--- config.mk ---
export PLATFORM = sky130hd
export DESIGN_NAME = fsp_device_flat
export DESIGN_NICKNAME = d
export VERILOG_FILES = /design/src/hdl/fsp_pkg.sv /design/src/hdl/fsp_if.sv /design/src/hdl/fsp_device.sv /design/src/flat_wrapper.sv
export SDC_FILE = /design/constraint.sdc
export NUM_CORES = 1
export LEC_CHECK = 0
export BUFFER_PORTS_ARGS = -buffer_cell sky130_fd_sc_hd__buf_4
export CAP_MARGIN = 40
export CORE_UTILIZATION = 52
export CTS_CLUSTER_SIZE = 14
export DETAILED_ROUTE_END_ITERATION = 8
export PLACE_DENSITY_LB_ADDON = 0.12
export SLEW_MARGIN = 20
export SYNTH_ARGS = -nofsm -noshare
export SYNTH_HDL_FRONTEND = slang
export SYNTH_SLANG_ARGS = --single-unit
--- constraint.sdc ---
create_clock -name clk -period 2.6 [get_ports clk]
set_input_delay 0.52 -clock clk [delete_from_list [all_inputs] [get_ports clk]]
set_output_delay 0.52 -clock clk [all_outputs]
set_load 0.1 [all_outputs]
--- src/hdl/fsp_pkg.sv ---
package fsp_pkg;
    localparam logic [7:0] CTRL_OFFSET      = 8'h37;
    localparam int         BIT_STORE_EN     = 0;
    localparam int         BIT_PAGE_ERASE   = 1;
    localparam int         BIT_PAGE_WRITE   = 2;
    localparam int         BIT_LOCK_SET     = 3;
    localparam int         BIT_APP_READ_EN  = 4;
    localparam int         BIT_APP_BUSY     = 6;
    localparam logic [7:0] CTRL_RESET       = 8'h00;
    localparam logic [4:0] PAT_APP_READ     = 5'h11;
    localparam logic [4:0] PAT_LOCK_SET     = 5'h09;
    localparam logic [4:0] PAT_PAGE_WRITE   = 5'h05;
    localparam logic [4:0] PAT_PAGE_ERASE   = 5'h03;
    localparam logic [4:0] PAT_FILL         = 5'h01;
    localparam logic [2:0] STORE_WINDOW     = 3'h4;
    localparam logic [2:0] LOAD_WINDOW      = 3'h5;
    localparam int         OP_TIME_NS       = 4000;
    localparam int         CLK_PERIOD_NS    = 25;
    localparam int         OP_CYCLES        = OP_TIME_NS / CLK_PERIOD_NS;
    localparam logic [7:0] LOCK_RESET       = 8'hff;
    localparam logic [7:0] FUSE_LOW_RESET   = 8'hff;
    localparam logic [7:0] FUSE_HIGH_RESET  = 8'hff;
    localparam logic [1:0] ADDR_FUSE_LOW    = 2'h0;
    localparam logic [1:0] ADDR_LOCK        = 2'h1;
    localparam logic [1:0] ADDR_FUSE_HIGH   = 2'h3;
    localparam int         LOCK_FIELD_LSB   = 2;
    localparam int         LOCK_FIELD_W     = 4;
    typedef enum logic [1:0] {
        FSP_OP_NONE, FSP_OP_FILL, FSP_OP_ERASE, FSP_OP_WRITE
    } fsp_op_t;
endpackage : fsp_pkg

--- src/hdl/fsp_if.sv ---
interface fsp_if;
    logic [7:0]  io_addr;
    logic [7:0]  io_wdata;
    logic        io_wr;
    logic        io_rd;
    logic [7:0]  io_rdata;
    logic [15:0] pointer;
    logic [7:0]  data_low_reg;
    logic [7:0]  data_high_reg;
    logic        store_strobe;
    logic        load_strobe;
    logic [7:0]  load_data;
    logic        load_valid;
    logic        halt;
    logic        store_done;
    modport dev (input io_addr, io_wdata, io_wr, io_rd, pointer,
                 data_low_reg, data_high_reg, store_strobe, load_strobe,
                 output io_rdata, load_data, load_valid, halt, store_done);
    modport cpu (output io_addr, io_wdata, io_wr, io_rd, pointer,
                 data_low_reg, data_high_reg, store_strobe, load_strobe,
                 input io_rdata, load_data, load_valid, halt, store_done);
endinterface : fsp_if

--- src/hdl/fsp_device.sv ---
module fsp_device
    import fsp_pkg::*;
#(
    parameter int OP_CNT     = OP_CYCLES,
    parameter int PAGE_WORDS = 64
) (
    input  wire logic clk,
    input  wire logic rst,
    input  wire logic ce,
    fsp_if.dev        bus,
    input  wire logic eeprom_write_busy,
    output logic      flash_op_valid,
    output fsp_op_t   flash_op,
    output logic [7:0]  flash_page,
    output logic [15:0] flash_word,
    output logic        app_section_read_enable
);
    localparam int CW = $clog2(OP_CNT + 1);

    typedef struct packed {
        logic [4:0]    ctrl;
        logic [2:0]    win;
        logic          busy;
        logic [CW-1:0] cnt;
        fsp_op_t       op;
        logic [7:0]    page;
        logic [7:0]    rdata;
        logic [7:0]    ldata;
        logic          lvalid;
        logic          sdone;
        logic          ovalid;
        fsp_op_t       oop;
        logic [15:0]   oword;
        logic          app_en;
        logic [3:0]    lock_bits;
    } fsp_dev_state_t;

    fsp_dev_state_t st_reg;
    fsp_dev_state_t st_next;
    fsp_dev_state_t clr_reg;
    fsp_dev_state_t keep_reg;
    logic [15:0]    buf_mem [PAGE_WORDS];
    logic           buf_we;
    logic [5:0]     buf_idx;

    function automatic logic pattern_ok(input logic [4:0] p);
        return p == PAT_APP_READ || p == PAT_LOCK_SET ||
               p == PAT_PAGE_WRITE || p == PAT_PAGE_ERASE ||
               p == PAT_FILL;
    endfunction : pattern_ok

    assign buf_idx = bus.pointer[6:1];
    assign buf_we  = ce && st_next.sdone && st_reg.ctrl == PAT_FILL
                     && !st_reg.busy;

    // The fields that must outlive a reset come from their own register.
    always_comb begin
        st_reg           = clr_reg;
        st_reg.busy      = keep_reg.busy;
        st_reg.cnt       = keep_reg.cnt;
        st_reg.op        = keep_reg.op;
        st_reg.page      = keep_reg.page;
        st_reg.lock_bits = keep_reg.lock_bits;
    end

    always_comb begin
        st_next = st_reg;
        st_next.lvalid = 1'b0;
        st_next.sdone  = 1'b0;
        st_next.ovalid = 1'b0;
        if (st_reg.busy) begin
            if (st_reg.cnt == '0) begin
                st_next.busy = 1'b0;
                st_next.ctrl = '0;
                st_next.sdone = 1'b1;
            end else begin
                st_next.cnt = st_reg.cnt - CW'(1);
            end
        end else if (bus.io_wr && bus.io_addr == CTRL_OFFSET) begin
            if (!eeprom_write_busy && pattern_ok(bus.io_wdata[4:0])) begin
                st_next.ctrl = bus.io_wdata[4:0];
                st_next.win  = '0;
            end
        end else if (st_reg.ctrl[BIT_STORE_EN]) begin
            if (bus.store_strobe && st_reg.win < STORE_WINDOW
                && !eeprom_write_busy) begin
                unique case (st_reg.ctrl)
                    PAT_PAGE_ERASE, PAT_PAGE_WRITE: begin
                        st_next.busy = 1'b1;
                        st_next.cnt  = CW'(OP_CNT);
                        st_next.page = bus.pointer[14:7];
                        st_next.op   = st_reg.ctrl == PAT_PAGE_ERASE ?
                            FSP_OP_ERASE : FSP_OP_WRITE;
                    end
                    PAT_LOCK_SET: begin
                        // Cleared source bits program lock bits.
                        st_next.lock_bits = st_reg.lock_bits &
                            bus.data_low_reg[LOCK_FIELD_LSB +: LOCK_FIELD_W];
                        st_next.ctrl  = '0;
                        st_next.sdone = 1'b1;
                    end
                    PAT_APP_READ: begin
                        st_next.app_en = 1'b1;
                        st_next.ctrl   = '0;
                        st_next.sdone  = 1'b1;
                    end
                    default: begin
                        st_next.ctrl  = '0;
                        st_next.sdone = 1'b1;
                        st_next.oop   = FSP_OP_FILL;
                        st_next.oword = {bus.data_high_reg, bus.data_low_reg};
                        st_next.ovalid = 1'b1;
                    end
                endcase
            end else if (bus.load_strobe && st_reg.ctrl == PAT_LOCK_SET
                         && st_reg.win < LOAD_WINDOW
                         && !eeprom_write_busy) begin
                unique case (bus.pointer[1:0])
                    ADDR_FUSE_LOW:  st_next.ldata = FUSE_LOW_RESET;
                    ADDR_LOCK:      st_next.ldata = {2'b11,
                                        st_reg.lock_bits, 2'b11};
                    ADDR_FUSE_HIGH: st_next.ldata = FUSE_HIGH_RESET;
                    default:        st_next.ldata = LOCK_RESET;
                endcase
                st_next.lvalid = 1'b1;
                st_next.ctrl   = '0;
            end else begin
                st_next.win = st_reg.win + 3'h1;
                // Lock set waits one cycle longer for a load.
                if ((st_reg.ctrl == PAT_LOCK_SET &&
                     st_reg.win + 3'h1 >= LOAD_WINDOW) ||
                    (st_reg.ctrl != PAT_LOCK_SET &&
                     st_reg.win + 3'h1 >= STORE_WINDOW))
                    st_next.ctrl = '0;
            end
        end
        if (st_next.busy && !st_reg.busy) begin
            st_next.ovalid = 1'b1;
            st_next.oop    = st_next.op;
            st_next.oword  = {8'h00, st_next.page};
            st_next.app_en = 1'b0;
        end
        if (bus.io_rd && bus.io_addr == CTRL_OFFSET)
            st_next.rdata = {1'b0, 1'b0, 1'b0, st_reg.ctrl};
        else
            st_next.rdata = '0;
    end

    always_ff @(posedge clk or posedge rst) begin
        if (rst) begin
            clr_reg <= '{ctrl: CTRL_RESET[4:0], op: FSP_OP_NONE,
                         oop: FSP_OP_NONE, default: '0};
        end else if (ce) begin
            clr_reg <= st_next;
        end
    end

    // A running erase or write is carried to its end through reset, so
    // its fields sit outside the asynchronous reset. An unknown busy
    // flag at power-up falls into the clearing branch.
    always_ff @(posedge clk) begin
        if (rst) begin
            if (keep_reg.busy) begin
                if (ce) begin
                    keep_reg.busy <= keep_reg.cnt != '0;
                    keep_reg.cnt  <= keep_reg.cnt - CW'(1);
                end
            end else begin
                keep_reg.busy      <= 1'b0;
                keep_reg.cnt       <= '0;
                keep_reg.op        <= FSP_OP_NONE;
                keep_reg.page      <= '0;
                keep_reg.lock_bits <= '1;
            end
        end else if (ce) begin
            keep_reg.busy      <= st_next.busy;
            keep_reg.cnt       <= st_next.cnt;
            keep_reg.op        <= st_next.op;
            keep_reg.page      <= st_next.page;
            keep_reg.lock_bits <= st_next.lock_bits;
        end
    end

    always_ff @(posedge clk) begin
        if (buf_we)
            buf_mem[buf_idx] <= st_next.oword;
    end

    assign bus.io_rdata  = st_reg.rdata;
    assign bus.load_data = st_reg.ldata;
    assign bus.load_valid = st_reg.lvalid;
    assign bus.store_done = st_reg.sdone;
    assign bus.halt       = st_reg.busy;
    assign flash_op_valid = st_reg.ovalid;
    assign flash_op       = st_reg.oop;
    assign flash_page     = st_reg.page;
    assign flash_word     = st_reg.oword;
    assign app_section_read_enable = st_reg.app_en;
endmodule : fsp_device

--- src/flat_wrapper.sv ---
// flat-port wrapper written by rule: the top's interface ports become plain ports
module fsp_device_flat import fsp_pkg::*;
#(
    parameter int OP_CNT     = OP_CYCLES,
    parameter int PAGE_WORDS = 64
)
  (clk, rst, ce, eeprom_write_busy, flash_op_valid, flash_op, flash_page, flash_word, app_section_read_enable, bus_io_addr, bus_io_wdata, bus_io_wr, bus_io_rd, bus_pointer, bus_data_low_reg, bus_data_high_reg, bus_store_strobe, bus_load_strobe, bus_io_rdata, bus_load_data, bus_load_valid, bus_halt, bus_store_done);
  fsp_if bus_i ();
  input  wire logic clk;
  input  wire logic rst;
  input  wire logic ce;
  input  wire logic eeprom_write_busy;
  output logic flash_op_valid;
  output fsp_op_t flash_op;
  output logic [7:0] flash_page;
  output logic [15:0] flash_word;
  output logic app_section_read_enable;
  input wire logic [$bits(bus_i.io_addr)-1:0] bus_io_addr;
  input wire logic [$bits(bus_i.io_wdata)-1:0] bus_io_wdata;
  input wire logic [$bits(bus_i.io_wr)-1:0] bus_io_wr;
  input wire logic [$bits(bus_i.io_rd)-1:0] bus_io_rd;
  input wire logic [$bits(bus_i.pointer)-1:0] bus_pointer;
  input wire logic [$bits(bus_i.data_low_reg)-1:0] bus_data_low_reg;
  input wire logic [$bits(bus_i.data_high_reg)-1:0] bus_data_high_reg;
  input wire logic [$bits(bus_i.store_strobe)-1:0] bus_store_strobe;
  input wire logic [$bits(bus_i.load_strobe)-1:0] bus_load_strobe;
  output wire logic [$bits(bus_i.io_rdata)-1:0] bus_io_rdata;
  output wire logic [$bits(bus_i.load_data)-1:0] bus_load_data;
  output wire logic [$bits(bus_i.load_valid)-1:0] bus_load_valid;
  output wire logic [$bits(bus_i.halt)-1:0] bus_halt;
  output wire logic [$bits(bus_i.store_done)-1:0] bus_store_done;
  assign bus_i.io_addr = bus_io_addr;
  assign bus_i.io_wdata = bus_io_wdata;
  assign bus_i.io_wr = bus_io_wr;
  assign bus_i.io_rd = bus_io_rd;
  assign bus_i.pointer = bus_pointer;
  assign bus_i.data_low_reg = bus_data_low_reg;
  assign bus_i.data_high_reg = bus_data_high_reg;
  assign bus_i.store_strobe = bus_store_strobe;
  assign bus_i.load_strobe = bus_load_strobe;
  assign bus_io_rdata = bus_i.io_rdata;
  assign bus_load_data = bus_i.load_data;
  assign bus_load_valid = bus_i.load_valid;
  assign bus_halt = bus_i.halt;
  assign bus_store_done = bus_i.store_done;
  fsp_device #(.OP_CNT(OP_CNT), .PAGE_WORDS(PAGE_WORDS)) u_core (.clk(clk), .rst(rst), .ce(ce), .bus(bus_i), .eeprom_write_busy(eeprom_write_busy), .flash_op_valid(flash_op_valid), .flash_op(flash_op), .flash_page(flash_page), .flash_word(flash_word), .app_section_read_enable(app_section_read_enable));
endmodule
==> results of run 1 <==
critical path: stages (launching register included):
cell and delay (ps):
edfxtp_1 500, nor4_4 350, nand3_1 220, a221o_1 350, a2111o_1 460, mux2i_1 210
routing by layer:
layer	vias to the layer above	wire, um
met5	-	0
met4	0	65
met3	6	549
met2	103	3480
met1	1247	3160
li1	1259	-
cell usage after synthesis, types with 2 or more instances:
cell | count | area share
buf_4 | 42 | 0.094
nand2_1 | 42 | 0.047
dfrtp_1 | 40 | 0.30
edfxtp_1 | 21 | 0.19
nor2_1 | 20 | 0.022
a21oi_1 | 17 | 0.025
a31oi_1 | 12 | 0.022
nand2b_1 | 12 | 0.022
inv_1 | 11 | 0.012
a22o_1 | 9 | 0.023
nand3_1 | 9 | 0.013
nor3_1 | 9 | 0.013
buf_2 | 8 | 0.012
nor2b_1 | 6 | 0.011
o21ai_1 | 6 | 0.0089
clkbuf_1 | 5 | 0.0056
mux2i_1 | 5 | 0.015
o21ai_0 | 5 | 0.0074
o2bb2ai_1 | 5 | 0.013
xnor2_1 | 5 | 0.013
ha_1 | 4 | 0.015
mux2_2 | 3 | 0.010
nand4_1 | 3 | 0.0056
nor4_1 | 3 | 0.0056
o22ai_1 | 3 | 0.0056
xor2_1 | 3 | 0.0078
a211oi_1 | 2 | 0.0045
a221o_1 | 2 | 0.0059
and3_1 | 2 | 0.0037
and4b_1 | 2 | 0.0059
mux2_1 | 2 | 0.0067
nor4_4 | 2 | 0.013
worst min-delay path by stage:
| stage | startpoint | endpoint | slack, ps | cells past startpoint |
|---|---|---|---|---|
| after floorplan | u_core.bus.io_rdata[0] | u_core.bus.io_rdata[0] | 460 | 1 |
| after global placement | u_core.flash_op_valid | u_core.flash_op_valid | 460 | 1 |
| after detailed placement | u_core.bus.io_rdata[1] | u_core.bus.io_rdata[1] | 480 | 1 |
| after CTS | bus_data_high_reg[4] | u_core.flash_word[12] | 380 | 2 |
| after global routing | bus_data_high_reg[2] | u_core.flash_word[10] | 390 | 2 |
| final | bus_data_high_reg[2] | u_core.flash_word[10] | 400 | 2 |
per-stage QoR:
step                hold WS (ps)  cell area, sq um  std cells
global placement             464              3840        458
global route                 385              4020        475
floorplan                    456              3370        338
detailed placement           478              3850        459
CTS                          376              4020        475
finish                       398              4020        475
layout make-up:
| cell class | instances | share of cell area |
|---|---|---|
| inverter | 12 | 0.0112 |
| multi-input combinational | 210 | 0.329 |
| sequential | 61 | 0.406 |
| clock inverter | 7 | 0.0106 |
| timing repair buffer | 101 | 0.188 |
| clock buffer | 9 | 0.0309 |
| tap | 75 | 0.0234 |
power breakdown:
part	internal [mW]	total (mW)	switching [mW]
sequential	1.20	1.36	0.159
combinational	0.446	1.78	1.33
clock	0.338	0.722	0.384
total	1.99	3.86	1.88
cells by family after synthesis:
group | Yosys count | synth area share
other | 1 | 0.00111
AND/OR/NAND/NOR | 119 | 0.193
buffers and inverters | 67 | 0.125
flip-flops | 61 | 0.485
adder cells (fa/ha/maj) | 4 | 0.0149
AO/OA/AOI/OAI | 66 | 0.130
XOR/XNOR | 8 | 0.0208
multiplexers | 10 | 0.0316
==> metrics.txt, run 1 <==
overflow left after global routing 0; GR Util met3 0.0538; Fmax achieved roughly 460 MHz; Starting Density 0.552; Peak VDD IR 0.909 mV; Slew @ Worst Pin ~600 ps; Clock transition at path regs 70 ps; Die X 82.5 um; layout cells sized above 1 0.320; cts-stage hold buffer count 0; Register Area 0.00163 sq mm; flop and latch count out of synthesis between 60 and 70; Tmin final 2170 ps; Clock Skews 7.03 ps; Syn Inst Count 336; Worst R2R Path Depth 5; RSZ-0062 raised after global routing false; Ys Warns 0; vias about 2600; WL/cell 15.3 um; number of flip-flops in the largest register 16; Crit Path Category flop to flop; FFs w/ async S/R, synth 0.656; gr busiest metal met2; CP endpoint u_core.clr_reg[66]; # setup viols final 0; CTS tree yes; number of flops mapped to enable cells by yosys 21; top_reg_cell synth dfrtp_1; GRT met2 Usage 0.361; CTS Buf Count 9; MaxCap Viol Count 0; Chip Height approximately 80 um; Die Footprint 0.00680 sq mm; pin count of the biggest net entering global routing 49; PnR Total Power 3.86 mW; total wire length 7250 um; setup_tns 0 ps; DP Wirelength 5270 um; IO Pins 103; worst reg2reg startpoint u_core.keep_reg[55]; setup slack, reg-to-reg 430 ps; H-tree depth 3; final max-slew violation count 0; Cell Pwr Density 962 mW/mm^2; most frequent cells in the layout 100 x buf_4, 42 x nand2_1, 40 x dfrtp_1; Netlist Area Pre-Place 0.00337 sq mm; row cnt 28; Final Hold Vio Count 0; CTS Buffer Depth 2; fin nets 455; Crit path arrival time approximately 2400 ps; Synth-to-Final Area Change 19.3%; M1 GR Usage 0.299; drt initial violations 154; post-synth cell types 48; number of global-route vias before repair between 2000 and 2500; clock root cell clkbuf_8; crit-path max FO 6; FF-to-FF End u_core.clr_reg[66]; Pleak around 1.9 nW; vias per inst about 5.5; Worst EP required 2860 ps; average size of a mapped cell approximately 10 sq um; Tot GR Track Use 0.231; Place WS 252 ps; outcome completed; sequential share of the synthesized area 0.485; Worst Hold Class input pin to flop; Sink Count slightly above 60; CP Launch Type flop; Skew-Pair Late Insertion Delay about 340 ps; CP Launch Point u_core.keep_reg[55]; Core Footprint 0.00610 sq mm; Core Util, Final 0.659; DRT antenna net count 0; antenna violations before repair 0; # DRC 0; Slew headroom 0.595; Pre-antenna DRT Iters 4; ANT cells 0; commonest non-fill, non-tap cell in the layout buf_4; first-pass GRT wire length ~11000 um; Fill cells 506; multi-input logic area 0.00132 sq mm; CP Capture Type flop; period utilization 0.836; final setup margin 426 ps; Post-CTS Setup Bufs 0; I/O Buffers 90; Post-CTS Resized 0; GP Congestion just under 0.9
Note: power is estimated with default switching activity, not from simulation.
==> run 2, diff against run 1 <==
Settings changed: CORE_UTILIZATION 52 to 47.
Clock period 2.6 ns to 1.96 ns, I/O delays scaled along.
==> metrics.txt, run 2 (synthesized netlist as in run 1, its figures left out) <==
post-route cell area ~0.0044 sq mm; most frequent cells in the layout 125 x buf_4, 42 x nand2_1, 40 x dfrtp_1; CTS tree yes; GRT met2 Usage 0.335; IO Pins about 100; Die X 86.6 um; first-pass GRT wire length 11900 um; Worst R2R Path Depth 5; final setup margin between 10 and 15 ps; number of global-route vias before repair 2463; number of flip-flops in the largest register 16; gr busiest metal met2; CP Launch Type flop; MaxCap Viol Count 0; M1 GR Usage 0.273; DP Wirelength 5460 um; Clock Skews 9.61 ps; pin count of the biggest net entering global routing 33; GR Util met3 0.0543; peak per-stage delay on the critical path 440 ps; Die Footprint ~0.0075 sq mm; WL/cell 14.1 um; vias roughly 2600; # setup viols final 0; PnR Total Power 5.49 mW; Final Hold Vio Count 0; Levels on crit path 5; Worst Hold Class input pin to asynchronous set/reset pin; drt initial violations 106; fin nets 481; Starting Density 0.490; Sink Count 61; vias per inst 5.02; H-tree depth 3; Pre-antenna DRT Iters 4; Cell Pwr Density roughly 1300 mW/mm^2; Tot GR Track Use 0.209; Buf+Inv Stages, Crit Path 0; Chip Height 86.6 um; Peak VDD IR 0.554 mV; period utilization 0.995; Core Footprint around 0.007 sq mm; Finished Layout Cells between 500 and 600; Pleak 2.03 nW; Synth-to-Final Area Change 29.4%; crit-path max FO 4; DRT antenna net count 0; critical-path cell list nor4_4 > nand3_2 > a221o_1 > a2111o_1 > mux2i_1; FF-to-FF End u_core.clr_reg[67]; I/O Buffers 90; Skew-Pair Late Insertion Delay 340 ps; Tmin final 1950 ps; Fmax achieved 513 MHz; CP max stage cell edfxtp_1; Crit Path Category flop to flop; Crit path arrival time 2170 ps; CTS Buf Count 9; Clock transition at path regs 80 ps; Place WS -99.1 ps; GP Congestion 0.845; CTS Buffer Depth 2; setup_tns 0 ps; overflow left after global routing 0; post-placement cell count 504; setup slack, reg-to-reg 10 ps; row cnt 30; RSZ-0062 raised after global routing true; total wire length roughly 7400 um; antenna violations before repair 0; Placed Area just over 0.004 sq mm; CP top delay family compound AO/OA/AOI/OAI gates; # DRC 0; final max-slew violation count 0; Worst EP required about 2200 ps; commonest non-fill, non-tap cell in the layout buf_4; layout cells sized above 1 0.376; clock root cell clkbuf_8; CP Capture Type flop; ANT cells 0; Fill cells between 500 and 600; worst reg2reg startpoint u_core.keep_reg[55]; outcome completed
## run 2: how the worst max path moves through the flow
stage / from / endpoint
2_1_floorplan: u_core.bus.halt / u_core.clr_reg[65]
3_5_place_dp: bus_io_addr[6] / u_core.clr_reg[67]
6_report: u_core.keep_reg[55] / u_core.clr_reg[67]
5_1_grt: u_core.keep_reg[55] / u_core.clr_reg[67]
3_3_place_gp: bus_io_addr[6] / u_core.clr_reg[65]
4_1_cts: u_core.keep_reg[55] / u_core.clr_reg[67]
## run 2: stage by stage
stage	utilization	hold slack, ps
after floorplan	-	423
after global placement	0.600	467
after detailed placement	0.600	472
after CTS	0.632	173
after global routing	0.634	199
final	0.634	182
## run 2: area by class of cell
cell class / instances / area (sq um) / area share
clock buffers: 10 / 128 / 0.0293
clock inverters: 6 / 86.3 / 0.0198
inverters: 12 / 45.0 / 0.0103
multi-input cells: 210 / 1370 / 0.314
flip-flops and latches: 61 / 1630 / 0.375
well taps: 96 / 120 / 0.0276
repair buffers: 127 / 978 / 0.225
## run 2: worst min-delay path, cell delays in order
cell and delay, ps:
buf_4 160, inv_2 90, buf_4 230
## run 2: what timing repair did
action | in CTS | in global routing
buffers inserted | 0 | 2
hold buffers | 0 | 0
gates resized for setup | 1 | 0
setup endpoints to repair | 1 | 4
## run 2: power by group
group | internal, mW | switching (mW)
Combinational | 0.667 | 1.82
Clock | 0.716 | 0.515
Sequential | 1.59 | 0.175
Total | 2.98 | 2.51
## run 2: routing by layer
metal | vias up | share of wire
met5 | - | 0
met4 | 0 | 0.016
met3 | 10 | 0.052
met2 | 78 | 0.46
met1 | 1219 | 0.47
li1 | 1316 | -
==> run 3, diff against run 2 <==
Settings changed: MAX_ROUTING_LAYER from default to met4.
==> metrics.txt, run 3 (synthesized netlist as in run 1, its figures left out) <==
outcome completed; layout cells sized above 1 0.378; Worst Hold Class input pin to asynchronous set/reset pin; CP Capture Type flop; DR WL met2 between 3000 and 4000 um; IO Pins 103; crit-path max FO 4; Worst EP required between 2000 and 2500 ps; Crit path arrival time 2160 ps; setup_tns 0 ps; number of global-route vias before repair 2466; Finished Layout Cells 522; Cell Pwr Density 1260 mW/mm^2; Final Hold Vio Count 0; final max-slew violation count 0; CP Launch Type flop; I/O Buffers 90; Clock transition at path regs 80 ps; Chip Height about 87 um; Max Used Layer met4; vias 2628; Core Footprint 0.00687 sq mm; total wire length 7380 um; Tot GR Track Use 0.216; Starting Density 0.490; # DRC 0; H-tree depth 3; period utilization 0.994; CTS Buffer Depth 2; CTS tree yes; RSZ-0062 raised after global routing true; metal1 wirelength 3460 um; clock root cell clkbuf_8; MaxCap Viol Count 0; row cnt 30; WL/cell 14.1 um; Fmax achieved about 510 MHz; Tmin final roughly 1900 ps; DP Wirelength 5460 um; met3 wire len roughly 340 um; Die X about 87 um; antenna violations before repair 0; first-pass GRT wire length roughly 12000 um; Crit Path Category flop to flop; Synth-to-Final Area Change 29.4%; vias per inst between 5 and 6; Sink Count 61; pin count of the biggest net entering global routing 33; Die Footprint 0.00750 sq mm; Core Util, Final 0.634; Pre-antenna DRT Iters 4; ANT cells 0; PnR Total Power 5.49 mW; DRT antenna net count 0; post-placement cell count 504; drt initial violations 96; CTS Buf Count 9; Skew-Pair Late Insertion Delay 340 ps; # setup viols final 0; Clock Skews between 9 and 10 ps; fin nets 481; number of flip-flops in the largest register 16; GP Congestion 0.858; commonest non-fill, non-tap cell in the layout buf_4; Pleak 2.03 nW; Peak VDD IR 0.553 mV; most frequent cells in the layout 125 x buf_4, 42 x nand2_1, 40 x dfrtp_1; overflow left after global routing 0
[run 3: power breakdown]
part	internal, mW	switching [mW]	total [mW]
registers	1.59	0.175	1.77
logic	0.667	1.82	2.49
clock network	0.716	0.515	1.23
total	2.98	2.51	5.49
[run 3: stage by stage]
stage	setup WS (ps)	hold WS (ps)	cell area [sq um]
global route	-71.8	196	4360
global placement	-74.8	467	4120
CTS	18.5	173	4340
finish	12.4	184	4360
floorplan	-299	423	3420
detailed placement	-99.1	472	4120
[run 3: metal layers]
| metal | GRT usage | vias up |
|---|---|---|
| li1 | - | 1317 |
| met1 | 0.274 | 1218 |
| met2 | 0.335 | 84 |
| met3 | 0.0552 | 9 |
| met4 | 0.0803 | 0 |
| met5 | - | - |
[run 3: timing repair]
action                                  in CTS  in global routing
hold buffers                                 0                  0
endpoints found under the setup margin       1                  5
gates resized for setup                      1                  1
setup buffers                                0                  2
[run 3: critical path, cell delays in order (launching register included)]
cell and delay, ps:
edfxtp_1 440, nor4_4 340, nand3_2 140, a221o_1 340, a2111o_1 400, mux2i_1 160
[run 3: cell type report]
cell class              count  area [sq um]
fillers                   587          2510
flip-flops and latches     61          1630
multi-input cells         210          1370
repair buffers            127           978
clock buffers              10           128
well taps                  96           120
clock inverters             6          86.3
inverters                  12          45.0
[run 3: path summary, 6_finish.rpt]
kind                                       startpoint               endpoint  slack (ps)  depth (start not counted)
worst max-delay path              u_core.keep_reg[55]     u_core.clr_reg[67]          10                          5
worst min-delay path                              rst     u_core.flash_op[1]         180                          3
worst max register to register    u_core.keep_reg[55]     u_core.clr_reg[67]          10                          5
worst min register to register  u_core.flash_op_valid  u_core.flash_op_valid         480                          1
max in group asynchronous                         rst     u_core.clr_reg[62]        1380                          3
min in group clk                 bus_data_high_reg[5]  u_core.flash_word[13]         280                          2
